==> config.mk <==
export PLATFORM = sky130hd
export DESIGN_NAME = dsick_clock_tree
export DESIGN_NICKNAME = d
export VERILOG_FILES = /design/src/dsick_clock_tree.v
export VERILOG_INCLUDE_DIRS = /design/src /design/src/pkg
export SDC_FILE = /design/constraint.sdc
export NUM_CORES = 1
export LEC_CHECK = 0
export BUFFER_PORTS_ARGS = -buffer_cell sky130_fd_sc_hd__buf_4
export CORE_MARGIN = 5
export CORE_UTILIZATION = 25
export DETAILED_ROUTE_END_ITERATION = 6
export GPL_ROUTABILITY_DRIVEN = 0
export GPL_TIMING_DRIVEN = 0
export SYNTH_ARGS = -nofsm -noshare
export SYNTH_HDL_FRONTEND = slang
export SYNTH_SLANG_ARGS = --single-unit
==> constraint.sdc <==
create_clock -name sys_clk -period 7.6 [get_ports sys_clk]
set_input_delay 1.14 -clock sys_clk [delete_from_list [all_inputs] [get_ports sys_clk]]
set_output_delay 1.14 -clock sys_clk [all_outputs]
set_load 0.05 [all_outputs]
==> src/pkg/dsick_regs.vh <==
// register offsets, field positions, reset values and code maps of the clock tree
// assumes a 32-bit apb slave with word-aligned registers
//
// Notes on behaviour
// - each root divides by field plus one
// - pixel root select 4 takes second pll
// - select 1 takes crystal on escape, reference
// - transmit escape divides by group field plus one
// - byte clock is one eighth bit clock
// - pll output is ref times M over N*O
// - pll codes are encoded, not binary
// - clock lane toggles once per bit tick, so it runs at half bit rate
// - pixel clock travels with pixel data
// - bridge moves pixels to byte domain, drops
`ifndef DSICK_REGS_VH
`define DSICK_REGS_VH

// ----------------------------------------------------------------
// register byte offsets
// ----------------------------------------------------------------
`define DSICK_PIX_ROOT_OFS 12'h000
`define DSICK_ESC_ROOT_OFS 12'h004
`define DSICK_REF_ROOT_OFS 12'h008
`define DSICK_ESC_GROUP_OFS 12'h00c
`define DSICK_PLL_OFS 12'h010
`define DSICK_STATUS_OFS 12'h014

// ----------------------------------------------------------------
// field positions
// ----------------------------------------------------------------
`define DSICK_DIV_LSB 0
`define DSICK_DIV_MSB 7
`define DSICK_MUX_LSB 8
`define DSICK_MUX_MSB 10
`define DSICK_PLLN_LSB 0
`define DSICK_PLLN_MSB 4
`define DSICK_PLLM_LSB 8
`define DSICK_PLLM_MSB 15
`define DSICK_PLLO_LSB 16
`define DSICK_PLLO_MSB 17
`define DSICK_DROP_BIT 0

// ----------------------------------------------------------------
// reset values
// ----------------------------------------------------------------
`define DSICK_ROOT_RST 11'h000
`define DSICK_GROUP_RST 8'h00
`define DSICK_PLLN_RST 5'h1f
`define DSICK_PLLM_RST 8'hc1
`define DSICK_PLLO_RST 2'h0

// ----------------------------------------------------------------
// source selects and code maps
// ----------------------------------------------------------------
`define DSICK_SEL_SYSPLL2 3'h4
`define DSICK_SEL_XTAL 3'h1
`define DSICK_PLLN_TOP 5'h1f
`define DSICK_PLLM_BASE 8'ha0
`define DSICK_BYTE_BITS 3'h7

`endif

==> src/dsick_clock_tree.v <==
// clock tree of the serial display host: three clock roots, the transmit
// escape group divider, a pll model, byte and lane clocks, and the pixel bridge
// assumes every clock here is a one-cycle enable pulse on sys_clk, so a source
// tick can come at most once per cycle; all inputs are synchronous to sys_clk
`include "dsick_regs.vh"

module dsick_clock_tree #(
    parameter DIVW = 8, // width of root and group divider fields
    parameter PIXW = 24 // width of a pixel word
) (
    input wire sys_clk, // 250 MHz system clock
    input wire rst, // synchronous reset, active high
    input wire psel, // apb select
    input wire penable, // apb access phase
    input wire pwrite, // apb direction, high for write
    input wire [11:0] paddr, // apb byte address
    input wire [31:0] pwdata, // apb write data
    output reg [31:0] prdata, // apb read data
    output reg pready, // apb ready
    output reg pslverr, // apb error on unmapped address
    input wire [7:0] srcTick, // source enables, [4] second pll, [1] crystal
    input wire pixValid, // pixel word present
    input wire [PIXW-1:0] pixData, // pixel word
    output reg pixRootTick, // pixel root enable
    output reg escRxTick, // receive escape enable, undivided root
    output reg escTxTick, // transmit escape enable, group divided
    output reg refRootTick, // pll reference enable
    output reg bitTick, // high-speed bit clock enable
    output reg byteTick, // byte clock enable
    output reg laneClk, // clock lane level
    output reg fwdPixTick, // pixel enable forwarded with data
    output reg [PIXW-1:0] fwdPixData, // pixel data forwarded to bridge
    output reg fwdPixValid, // forwarded pixel valid
    output reg [PIXW-1:0] bytePixData, // pixel word in byte domain
    output reg bytePixValid // one byte-tick pulse per moved pixel
);

    // ----------------------------------------------------------------
    // decode helpers for the encoded pll codes
    // ----------------------------------------------------------------
    function [5:0] decN; // 0x1f means divide by one
        input [4:0] code;
        begin
            decN = {1'b0, `DSICK_PLLN_TOP - code} + 6'h01;
        end
    endfunction

    function [7:0] decM; // 0xc1 means multiply by 33
        input [7:0] code;
        begin
            decM = code - `DSICK_PLLM_BASE;
        end
    endfunction

    function [3:0] decO; // 0 means divide by one, power of two steps
        input [1:0] code;
        begin
            decO = 4'h1 << code;
        end
    endfunction

    // ----------------------------------------------------------------
    // software settings
    // ----------------------------------------------------------------
    reg [10:0] rootCfg_q [0:2]; // mux and div of the three roots
    reg [DIVW-1:0] grpDiv_q; // transmit escape group divider
    reg [4:0] pllN_q; // pll predivider code
    reg [7:0] pllM_q; // pll multiplier code
    reg [1:0] pllO_q; // pll output divider code
    reg dropSeen_q; // sticky: a pixel was lost in the bridge

    wire setup = psel & ~penable; // first apb cycle
    wire access = psel & penable & pready; // completing cycle
    wire mapped = (paddr <= `DSICK_STATUS_OFS) && (paddr[1:0] == 2'h0);
    wire wrEn = access & pwrite & ~pslverr; // write takes effect here
    reg dropSet; // bridge loses a pixel this cycle

    // ----------------------------------------------------------------
    // apb slave: no wait states, data and error registered in setup
    // ----------------------------------------------------------------
    always @(posedge sys_clk) begin
        if (rst) begin
            pready <= 1'b0;
            pslverr <= 1'b0;
            prdata <= 32'h0000_0000;
        end else if (setup) begin
            pready <= 1'b1;
            pslverr <= ~mapped;
            prdata <= 32'h0000_0000;
            case (paddr)
                `DSICK_PIX_ROOT_OFS: prdata <= {21'h000000, rootCfg_q[0]};
                `DSICK_ESC_ROOT_OFS: prdata <= {21'h000000, rootCfg_q[1]};
                `DSICK_REF_ROOT_OFS: prdata <= {21'h000000, rootCfg_q[2]};
                `DSICK_ESC_GROUP_OFS: prdata <= {{(32-DIVW){1'b0}}, grpDiv_q};
                `DSICK_PLL_OFS: prdata <= {14'h0000, pllO_q, pllM_q, 3'h0, pllN_q};
                `DSICK_STATUS_OFS: prdata <= {31'h00000000, dropSeen_q};
                default: prdata <= 32'h0000_0000; // unmapped reads zero
            endcase
        end else begin
            pready <= 1'b0; // ready only for the access cycle
            pslverr <= 1'b0;
        end
    end

    // ----------------------------------------------------------------
    // register writes; status drop bit is write-one-to-clear
    // ----------------------------------------------------------------
    always @(posedge sys_clk) begin
        if (rst) begin
            rootCfg_q[0] <= `DSICK_ROOT_RST;
            rootCfg_q[1] <= `DSICK_ROOT_RST;
            rootCfg_q[2] <= `DSICK_ROOT_RST;
            grpDiv_q <= `DSICK_GROUP_RST;
            pllN_q <= `DSICK_PLLN_RST;
            pllM_q <= `DSICK_PLLM_RST;
            pllO_q <= `DSICK_PLLO_RST;
            dropSeen_q <= 1'b0;
        end else begin
            if (wrEn) begin
                case (paddr)
                    `DSICK_PIX_ROOT_OFS: rootCfg_q[0] <= pwdata[10:0];
                    `DSICK_ESC_ROOT_OFS: rootCfg_q[1] <= pwdata[10:0];
                    `DSICK_REF_ROOT_OFS: rootCfg_q[2] <= pwdata[10:0];
                    `DSICK_ESC_GROUP_OFS: grpDiv_q <= pwdata[DIVW-1:0];
                    `DSICK_PLL_OFS: begin
                        pllN_q <= pwdata[`DSICK_PLLN_MSB:`DSICK_PLLN_LSB];
                        pllM_q <= pwdata[`DSICK_PLLM_MSB:`DSICK_PLLM_LSB];
                        pllO_q <= pwdata[`DSICK_PLLO_MSB:`DSICK_PLLO_LSB];
                    end
                    default: ; // status and unmapped hold
                endcase
            end
            // set beats clear when both land in one cycle
            if (dropSet)
                dropSeen_q <= 1'b1;
            else if (wrEn && paddr == `DSICK_STATUS_OFS && pwdata[`DSICK_DROP_BIT])
                dropSeen_q <= 1'b0;
        end
    end

    // ----------------------------------------------------------------
    // clock roots: 0 pixel, 1 escape, 2 pll reference
    // ----------------------------------------------------------------
    wire [2:0] rootTick; // divided root enables
    genvar g;
    generate
        for (g = 0; g < 3; g = g + 1) begin : gRoot
            reg [DIVW-1:0] cnt_q; // source ticks in this period
            reg [DIVW-1:0] actDiv_q; // divider in force
            reg [2:0] actMux_q; // select in force
            reg tick_q; // root output enable
            // selected source; select 4 is the second system pll and
            // select 1 the crystal, wired by the srcTick bit order
            wire src = srcTick[actMux_q];
            always @(posedge sys_clk) begin
                if (rst) begin
                    cnt_q <= {DIVW{1'b0}};
                    actDiv_q <= {DIVW{1'b0}};
                    actMux_q <= 3'h0;
                    tick_q <= 1'b0;
                end else if (src && cnt_q == actDiv_q) begin
                    // period done: divide by div plus one
                    cnt_q <= {DIVW{1'b0}};
                    tick_q <= 1'b1;
                    // new settings only at a period edge, never mid-pulse
                    actDiv_q <= rootCfg_q[g][`DSICK_DIV_MSB:`DSICK_DIV_LSB];
                    actMux_q <= rootCfg_q[g][`DSICK_MUX_MSB:`DSICK_MUX_LSB];
                end else begin
                    if (src)
                        cnt_q <= cnt_q + 1'b1;
                    tick_q <= 1'b0;
                end
            end
            assign rootTick[g] = tick_q;
        end
    endgenerate

    // ----------------------------------------------------------------
    // transmit escape group divider, receive takes the root as is
    // ----------------------------------------------------------------
    reg [DIVW-1:0] grpCnt_q; // escape root ticks counted
    reg [DIVW-1:0] grpAct_q; // group divider in force
    always @(posedge sys_clk) begin
        if (rst) begin
            grpCnt_q <= {DIVW{1'b0}};
            grpAct_q <= {DIVW{1'b0}};
            escTxTick <= 1'b0;
            escRxTick <= 1'b0;
            pixRootTick <= 1'b0;
            refRootTick <= 1'b0;
        end else begin
            escRxTick <= rootTick[1];
            pixRootTick <= rootTick[0];
            refRootTick <= rootTick[2];
            escTxTick <= 1'b0;
            if (rootTick[1]) begin
                if (grpCnt_q == grpAct_q) begin
                    grpCnt_q <= {DIVW{1'b0}};
                    grpAct_q <= grpDiv_q;
                    escTxTick <= 1'b1;
                end else begin
                    grpCnt_q <= grpCnt_q + 1'b1;
                end
            end
        end
    end

    // ----------------------------------------------------------------
    // pll model: adds M per reference tick, emits one bit tick per
    // N*O; limited to one bit tick per sys_clk cycle
    // ----------------------------------------------------------------
    reg [15:0] pllAcc_q; // phase accumulator
    wire [9:0] pllDen = decN(pllN_q) * decO(pllO_q);
    wire [15:0] accIn = pllAcc_q + (rootTick[2] ? {8'h00, decM(pllM_q)} : 16'h0000);
    wire bitFire = accIn >= {6'h00, pllDen};
    reg [2:0] bitCnt_q; // bit ticks within a byte
    always @(posedge sys_clk) begin
        if (rst) begin
            pllAcc_q <= 16'h0000;
            bitTick <= 1'b0;
            bitCnt_q <= 3'h0;
            byteTick <= 1'b0;
            laneClk <= 1'b0;
        end else begin
            pllAcc_q <= bitFire ? accIn - {6'h00, pllDen} : accIn;
            bitTick <= bitFire;
            byteTick <= bitFire && bitCnt_q == `DSICK_BYTE_BITS;
            if (bitFire) begin
                bitCnt_q <= bitCnt_q + 3'h1;
                laneClk <= ~laneClk;
            end
        end
    end

    // ----------------------------------------------------------------
    // pixel forwarding and pixel-to-byte bridge, one word deep
    // ----------------------------------------------------------------
    reg holdFull_q; // a pixel waits for a byte tick
    always @* begin
        dropSet = rootTick[0] & pixValid & holdFull_q & ~byteTick;
    end
    always @(posedge sys_clk) begin
        if (rst) begin
            fwdPixTick <= 1'b0;
            fwdPixData <= {PIXW{1'b0}};
            fwdPixValid <= 1'b0;
            holdFull_q <= 1'b0;
            bytePixData <= {PIXW{1'b0}};
            bytePixValid <= 1'b0;
        end else begin
            fwdPixTick <= rootTick[0];
            bytePixValid <= 1'b0;
            if (rootTick[0]) begin
                fwdPixData <= pixData;
                fwdPixValid <= pixValid;
            end
            // a too slow byte rate overruns the hold and drops pixels
            if (byteTick && holdFull_q) begin
                bytePixData <= fwdPixData;
                bytePixValid <= 1'b1;
                holdFull_q <= 1'b0;
            end
            if (rootTick[0] && pixValid && (!holdFull_q || byteTick))
                holdFull_q <= 1'b1;
        end
    end

endmodule // dsick_clock_tree

==> results of run 1 <==
stage by stage:
| stage | util (%) | cells | worst slack [ns] | total power, mW | instance area (sq um) |
|---|---|---|---|---|---|
| 6_report | 31.4 | 1961 | 1.63 | 4.04 | 13500 |
| 3_5_place_dp | 29.6 | 1913 | 1.65 | 2.91 | 12700 |
| 3_3_place_gp | 29.6 | 1913 | 1.70 | 2.88 | 12700 |
| 5_1_grt | 31.4 | 1961 | 1.18 | 4.27 | 13500 |
| 4_1_cts | 31.4 | 1961 | 1.63 | 4.08 | 13500 |
| 2_1_floorplan | - | 1183 | 2.36 | 2.57 | 10900 |
worst max-delay path by stage:
stage / start / endpoint / slack (ns) / cells after the start
after floorplan: pllN_q[0] / pllAcc_q[13] / 2.36 / 25
after global placement: pllN_q[0] / pllAcc_q[9] / 1.70 / 24
after detailed placement: pllN_q[0] / pllAcc_q[9] / 1.65 / 24
after CTS: pllN_q[0] / pllAcc_q[9] / 1.63 / 24
after global routing: pllN_q[0] / pllAcc_q[9] / 1.18 / 24
final: pllN_q[0] / pllAcc_q[9] / 1.63 / 24
power by group:
group	total (mW)	switching (mW)	internal (mW)
Sequential	1.50	0.122	1.37
Combinational	1.39	0.794	0.591
Clock	1.15	0.502	0.652
Total	4.04	1.42	2.62
cells in the final DEF (no fill, tap or decap), types with 3 or more instances in the layout:
master,count
sky130_fd_sc_hd__fa_1,10
sky130_fd_sc_hd__and3_1,13
sky130_fd_sc_hd__a211oi_2,4
sky130_fd_sc_hd__o211ai_1,6
sky130_fd_sc_hd__nand4_1,14
sky130_fd_sc_hd__nand3_1,43
sky130_fd_sc_hd__or2_2,8
sky130_fd_sc_hd__mux4_2,6
sky130_fd_sc_hd__o21ai_0,12
sky130_fd_sc_hd__o21bai_1,4
sky130_fd_sc_hd__conb_1,14
sky130_fd_sc_hd__a21oi_1,95
sky130_fd_sc_hd__nor2_1,148
sky130_fd_sc_hd__inv_1,25
sky130_fd_sc_hd__clkinv_1,3
sky130_fd_sc_hd__edfxtp_1,33
sky130_fd_sc_hd__clkbuf_16,27
sky130_fd_sc_hd__a222oi_1,11
sky130_fd_sc_hd__nor3_1,16
sky130_fd_sc_hd__buf_1,8
sky130_fd_sc_hd__ha_1,40
sky130_fd_sc_hd__xor2_1,30
sky130_fd_sc_hd__nand2_1,146
sky130_fd_sc_hd__o21a_1,3
sky130_fd_sc_hd__xnor2_1,61
sky130_fd_sc_hd__nor2b_1,13
sky130_fd_sc_hd__mux2i_1,76
sky130_fd_sc_hd__a22oi_1,4
sky130_fd_sc_hd__nand2b_1,6
sky130_fd_sc_hd__a21o_1,9
sky130_fd_sc_hd__nor4_1,8
sky130_fd_sc_hd__clkbuf_1,53
sky130_fd_sc_hd__clkinvlp_4,5
sky130_fd_sc_hd__dfxtp_1,197
sky130_fd_sc_hd__clkinv_2,5
sky130_fd_sc_hd__a31oi_1,3
sky130_fd_sc_hd__or3_1,5
sky130_fd_sc_hd__and2_1,22
sky130_fd_sc_hd__buf_4,160
cells by family after synthesis:
| family | Yosys count | synth area share, % |
|---|---|---|
| adders and majority gates | 50 | 6.44 |
| and+or+nand+nor | 452 | 18.8 |
| other | 1 | 0.0345 |
| buffers and inverters | 97 | 4.01 |
| muxes | 82 | 8.24 |
| DFF | 230 | 45.4 |
| xor gates and xnor gates | 91 | 7.33 |
| AOI/OAI and AO/OA | 167 | 9.81 |
routing by layer:
layer | part of all wire (%) | vias to the layer above
li1 | - | 4370
met5 | 0.022 | -
met2 | 46 | 275
met3 | 8.5 | 37
met4 | 2.2 | 2
met1 | 43 | 4206
area by class of cell:
class,instances,area (sq um)
Clock inverter,14,82.6
Sequential cell,230,4930
Inverter,25,93.8
Multi-Input combinational cell,856,5560
Timing Repair Buffer,145,1090
Buffer,72,343
Clock buffer,34,702
Fill cell,4523,29500
Tap cell,585,732
tightest hold or removal path, stage by stage (launching register included):
cell	delay, ns
sky130_fd_sc_hd__dfxtp_1	0.31
sky130_fd_sc_hd__nand2_1	0.05
sky130_fd_sc_hd__a21oi_1	0.05
registers in the layout, indices dropped and copies added, names as in the netlist, 5 cells and up:
signal / flops
bytePixData: 24
fwdPixData: 24
gRoot.actDiv_q: 24
gRoot.actMux_q: 9
gRoot.cnt_q: 24
grpAct_q: 8
grpCnt_q: 8
grpDiv_q: 8
pllAcc_q: 16
pllM_q: 8
pllN_q: 5
prdata: 18
rootCfg_q: 33
==> impl_summary.log, run 1 <==
INFO  metric outcome = finished with violations
INFO  metric failed_checks = design-rule violations
INFO  metric routed_wirelength = 31900 um
INFO  metric max_slew.worst_pin.slew = 1.23 ns
INFO  metric crit-reg2reg-launch = pllN_q[0]
INFO  metric worstSkewPairLatency = 0.53 ns
INFO  metric final-max-slew-violation-count = 0
INFO  metric cellPowerDensity = 298 nW/um^2
INFO  metric layout-drive-gt1-share = 16.3%
INFO  metric first_pass_detailed_route_iteration_total = 7
INFO  metric globalRouteMet1Util = 16.6%
INFO  metric design.core.area = 43100 sq um
INFO  metric timing.critical_path.required = 7.98 ns
INFO  metric initialDrtViolationCount = 596
INFO  metric cts.htree.levels = 1
INFO  metric clock_tree_from_tritoncts = yes
INFO  metric synth_largest_area_cell = sky130_fd_sc_hd__dfxtp_1
INFO  metric timing.max_slew.rel_slack = 17.4%
INFO  metric post_synthesis_sequential_element_count = 230
INFO  metric power.ir.vdd_worst = 229 uV
INFO  metric r2r_setup_slack = 1.63 ns
INFO  metric grt_most_used_layer = met2
INFO  metric grtUsageMet2 = 21.3%
INFO  metric worstPathCellList = inv_1, ha_1, xor2_1, or2_2, fa_1, inv_1, fa_1, ha_1, a21o_1, a21oi_1, nor2_1, o21a_1, o21ai_0, nand2b_1, a21oi_1, xor2_1, ha_1, nand2_1, o21bai_1, and3b_1, nor4b_1, clkbuf_1, or3_1, a21oi_1
INFO  metric die_x = 219 um
INFO  metric synth_top_cells_by_count = 197 x sky130_fd_sc_hd__dfxtp_1, 148 x sky130_fd_sc_hd__nor2_1, 146 x sky130_fd_sc_hd__nand2_1
INFO  metric synth_edf_count = 33
INFO  metric min_delay_path_depth = 2
INFO  metric ys_async_sr_fraction = 0%
INFO  metric worstHoldEndpoint = prdata[17]
INFO  metric critPathSlowestCell = sky130_fd_sc_hd__fa_1
INFO  metric start_util = 25.3%
INFO  metric io_buffer_count = 145
INFO  metric fmaxAchievable = 167 MHz
INFO  metric cts_num_sinks = 230
INFO  metric crit_buf_inv = 3
INFO  metric final.setup.tns = 0 ns
INFO  metric row_count = 76
INFO  metric synth_top_area_share = 36.3%
INFO  metric via_count_of_the_first_global_routing_pass = 8760
INFO  metric cell_types_with_the_largest_area_share_after_synthesis = sky130_fd_sc_hd__dfxtp_1 36%, sky130_fd_sc_hd__edfxtp_1 9.1%, sky130_fd_sc_hd__mux2i_1 7.0%
INFO  metric max_cap_violations = 0
INFO  metric worstPathMaxFanout = 10
INFO  metric drt_drc_violations_left = 7
INFO  metric synth-seq-area-share = 45.4%
INFO  metric fin_crit_sh = 78.6%
INFO  metric clock_tree.root_cell = sky130_fd_sc_hd__clkbuf_16
INFO  metric holdWs = 0.453 ns
INFO  metric number_of_vias_per_cell = 4.53
INFO  metric met3_usage = 4.17%
INFO  metric cellLeakagePower = 5.36 nW
INFO  metric dp.final_hpwl = 25300 um
INFO  metric timing.critical_path.slowest_cell_delay = 0.61 ns
INFO  metric cp_data_arrival_time = 6.36 ns
INFO  metric skew = 0.0190 ns
INFO  metric floorplan.io_pins = 174
INFO  metric grt_first_pass_wirelength = 49100 um
INFO  metric largest_net_degree_at_the_start_of_global_routing = 14
INFO  metric yosysUniqueCellTypes = 60
INFO  metric remaining_number_of_nets_flagged_by_the_antenna_check_after_routing = 0
INFO  metric num_antenna_cells = 0
INFO  metric worstSetupEndpointType = flip-flop
INFO  metric criticalPathCategory = reg -> reg
INFO  metric ys.warnings.count = 0
INFO  metric synth_area = 10900 sq um
INFO  metric timing.reg2reg.worst_path_depth = 24
INFO  metric report.final.setup_viol = 0
INFO  metric rsz0062_at_grt = false
INFO  metric fp.dieArea = 47800 sq um
INFO  metric worstSetupStartpointType = flip-flop
INFO  metric min-delay-start = prdata[17]
INFO  metric grt_overflow_total = 0
INFO  metric cts_made_buffers = 26
INFO  metric ctsResizeCount = 0
INFO  metric die_height = 219 um
INFO  metric holdCritPathClass = reg -> reg
INFO  metric final_nets = 1488
INFO  metric clock_pin_slew_worst_setup_and_hold_paths = 0.06 ns
INFO  metric hold_viol_final = 0
INFO  metric end_of_the_worst_register_to_register_path = pllAcc_q[9]
INFO  metric synth_most_common_cell = sky130_fd_sc_hd__dfxtp_1
INFO  metric route.vias.total = 8890
INFO  metric grt_use_total = 12.9%
INFO  metric buffer_depth_of_the_longest_clock_path = 3
INFO  metric dominantRegCellSynth = sky130_fd_sc_hd__dfxtp_1
INFO  metric holdBufCountCts = 0
INFO  metric postCtsSetupBuffers = 0
INFO  metric finalWorstPathRequiredPeriod = 5.97 ns
INFO  metric number_of_antenna_violations_at_the_first_check_in_global_routing = 1
INFO  metric worst_path_dominant_cell_family = adder cells
INFO  metric routedWlPerCell = 16.3 um
INFO  metric synthesis.area_per_instance = 9.30 sq um
INFO  metric synth_cells = 1170
INFO  metric syn2layout_area_growth = 24.4%
Power figures use the tool's default switching activity.
==> run 2: changes to the inputs <==
Clock period 7.6 ns to 5.9 ns, I/O delays scaled along.
==> run 2 against run 1 <==
The flow now finishes without violations. Wire length grew 0.30%. Clock skew grew 0.0019 ns. Final area grew 0.18%. Non-clock buffer count grew 1. Worst setup slack lost 1.3 ns. Global-route usage is the same. Flip-flop and latch count is the same. Largest power group unchanged.
==> impl_summary.log, run 2 (synthesis results as in run 1) <==
INFO  metric via_count_of_the_first_global_routing_pass = 8760 (unchanged)
INFO  metric route.vias.total = 8911 (+0.24%)
INFO  metric criticalPathCategory = reg -> reg
INFO  metric cp_data_arrival_time = 6.00 ns (-0.36 ns)
INFO  metric largest_net_degree_at_the_start_of_global_routing = 14 (unchanged)
INFO  metric cts_made_buffers = 26 (unchanged)
INFO  metric timing.max_slew.rel_slack = 22.9% (+5.5 points)
INFO  metric critPathSlowestCell = sky130_fd_sc_hd__fa_2
INFO  metric fp.dieArea = 47800 sq um (unchanged)
INFO  metric ff_latch_area = 4940 sq um (about the same)
INFO  metric crit_buf_inv = 4 (+1)
INFO  metric clock_tree_from_tritoncts = yes
INFO  metric worstPathMaxFanout = 10 (unchanged)
INFO  metric num_antenna_cells = 0 (unchanged)
INFO  metric number_of_vias_per_cell = 4.54 (+0.19%)
INFO  metric max_slew.worst_pin.slew = 1.15 ns (-0.0814 ns)
INFO  metric largest_register_ffs = 33 (unchanged)
INFO  metric power_frac_comb = 34.3% (about the same)
INFO  metric fmaxAchievable = 178 MHz (+6.4%)
INFO  metric routed_wirelength = 32000 um (+0.30%)
INFO  metric hold_viol_final = 0 (unchanged)
INFO  metric initialDrtViolationCount = 536 (-10%)
INFO  metric worstSetupEndpointType = flip-flop
INFO  metric cts.htree.levels = 1 (unchanged)
INFO  metric clock_pin_slew_worst_setup_and_hold_paths = 0.06 ns (about the same)
INFO  metric report.final.setup_viol = 0 (unchanged)
INFO  metric max_cap_violations = 0 (unchanged)
INFO  metric layout.cells.most_common = sky130_fd_sc_hd__dfxtp_1
INFO  metric syn2layout_area_growth = 24.6%
INFO  metric row_count = 76 (unchanged)
INFO  metric grt_overflow_total = 0 (unchanged)
INFO  metric floorplan.io_pins = 174 (unchanged)
INFO  metric cellPowerDensity = 384 nW/um^2 (+29%)
INFO  metric power.ir.vdd_worst = 295 uV (+29%)
INFO  metric routedWlPerCell = 16.3 um (+0.25%)
INFO  metric holdCritPathClass = reg -> reg
INFO  metric dp.final_hpwl = 25300 um (unchanged)
INFO  metric final_instance_area = 13600 sq um (+0.18%)
INFO  metric cellLeakagePower = 5.36 nW (about the same)
INFO  metric cell_internal_pwr = 3.37 mW (+29%)
INFO  metric remaining_number_of_nets_flagged_by_the_antenna_check_after_routing = 0 (unchanged)
INFO  metric netSwitchingFraction = 35.1% (-0.049 points)
INFO  metric die_height = 219 um (unchanged)
INFO  metric first_pass_detailed_route_iteration_total = 5 (-2)
INFO  metric top_register = rootCfg_q
INFO  metric skew = 0.0209 ns (+0.00188 ns)
INFO  metric totalPowerFinal = 5.20 mW (+29%)
INFO  metric start_util = 25.3% (unchanged)
INFO  metric grt_use_total = 12.9% (unchanged)
INFO  metric placed_area = 12700 sq um (unchanged)
INFO  metric final-max-slew-violation-count = 0 (unchanged)
INFO  metric worstSetupStartpointType = flip-flop
INFO  metric area_of_the_multi_input_gates = 5570 sq um (+0.25%)
INFO  metric net-switching-power = 1.83 mW (+29%)
INFO  metric grt_first_pass_wirelength = 49100 um (unchanged)
INFO  metric buffer_depth_of_the_longest_clock_path = 3 (unchanged)
INFO  metric finalWorstPathRequiredPeriod = 5.61 ns (-0.362 ns)
INFO  metric power.share.clock = 28.6% (about the same)
INFO  metric number_of_antenna_violations_at_the_first_check_in_global_routing = 1 (unchanged)
INFO  metric layout-drive-gt1-share = 16.8% (+0.50 points)
INFO  metric timing.critical_path.slowest_cell_delay = 0.57 ns (-0.04 ns)
INFO  metric proportion_of_power_drawn_by_flip_flops_and_latches = 37.1% (about the same)
INFO  metric worstSkewPairLatency = 0.53 ns (about the same)
INFO  metric worst_path_dominant_cell_family = adder cells
INFO  metric io_buffer_count = 145 (unchanged)
INFO  metric drt_drc_violations_left = 0 (-7)
INFO  metric fin_crit_sh = 95.1% (+17 points)
INFO  metric outcome = completed
INFO  metric die_x = 219 um (unchanged)
INFO  metric timing.critical_path.required = 6.29 ns (-1.69 ns)
INFO  metric layout.cells.most_common_list = 196 x sky130_fd_sc_hd__dfxtp_1, 161 x sky130_fd_sc_hd__buf_4, 148 x sky130_fd_sc_hd__nor2_1
INFO  metric fillCellCount = 4524 (+0.022%)
INFO  metric design.core.area = 43100 sq um (unchanged)
INFO  metric cpMostUsedCell = sky130_fd_sc_hd__ha_1
INFO  metric cts_num_sinks = 230 (unchanged)
INFO  metric clock_tree.root_cell = sky130_fd_sc_hd__clkbuf_16
INFO  metric final_nets = 1489 (+0.067%)
run 2: power by group through the flow:
stage / Sequential [mW] / Clock, mW / Combinational, mW
final: 1.93 / 1.49 / 1.78
after global routing: 1.95 / 1.59 / 1.97
after CTS: 1.93 / 1.53 / 1.79
after detailed placement: 1.96 / 0 / 1.79
after global placement: 1.95 / 0 / 1.76
after floorplan: 2.08 / 0 / 1.23
run 2: path summary, 6_finish.rpt:
check | cells after the start | slack [ns] | to | start
setup / recovery | 25 | 0.29 | pllAcc_q[7] | pllN_q[0]
hold / removal | 2 | 0.45 | prdata[17] | prdata[17]
hold reg to reg | 2 | 0.45 | prdata[17] | prdata[17]
setup reg to reg | 25 | 0.29 | pllAcc_q[7] | pllN_q[0]
run 2: metrics by stage:
step | setup WS (ns) | TNS, ns | utilization [%] | hold slack (ns) | instances
finish | 0.290 | 0 | 31.5 | 0.452 | 1962
global route | -0.00582 | -0.00582 | 31.5 | 0.476 | 1962
CTS | 0.0115 | 0 | 31.4 | 0.453 | 1961
detailed placement | -0.0523 | -0.0523 | 29.6 | 0.445 | 1913
global placement | 0.00215 | 0 | 29.6 | 0.443 | 1913
floorplan | 0.657 | 0 | - | 0.436 | 1183
run 2: timing repair:
action,CTS,global route
hold buffers,0,0
setup buffers,0,1
endpoints found under the setup margin,2,21
resized for setup,1,6
pin swaps,0,3
run 2: final cells by class:
type / instances / area share, %
multi-input combinational: 856 / 41.1
clock buffer: 34 / 5.18
tap: 585 / 5.40
timing repair buffer: 146 / 8.09
inverter: 25 / 0.692
sequential: 230 / 36.4
clock inverter: 14 / 0.609
buffer: 72 / 2.54
run 2: tightest hold or removal path: stages (launching register included):
cell and delay, ns:
sky130_fd_sc_hd__dfxtp_1 0.31, sky130_fd_sc_hd__nand2_1 0.05, sky130_fd_sc_hd__a21oi_1 0.05
run 2: per-layer routing:
| metal | up-vias | global-route usage [%] | share of wire [%] |
|---|---|---|---|
| met1 | 4187 | 16.6 | 43 |
| met5 | - | 0 | 0.022 |
| met4 | 2 | 2.97 | 2.4 |
| met2 | 306 | 21.3 | 46 |
| li1 | 4368 | - | - |
| met3 | 48 | 4.17 | 8.8 |
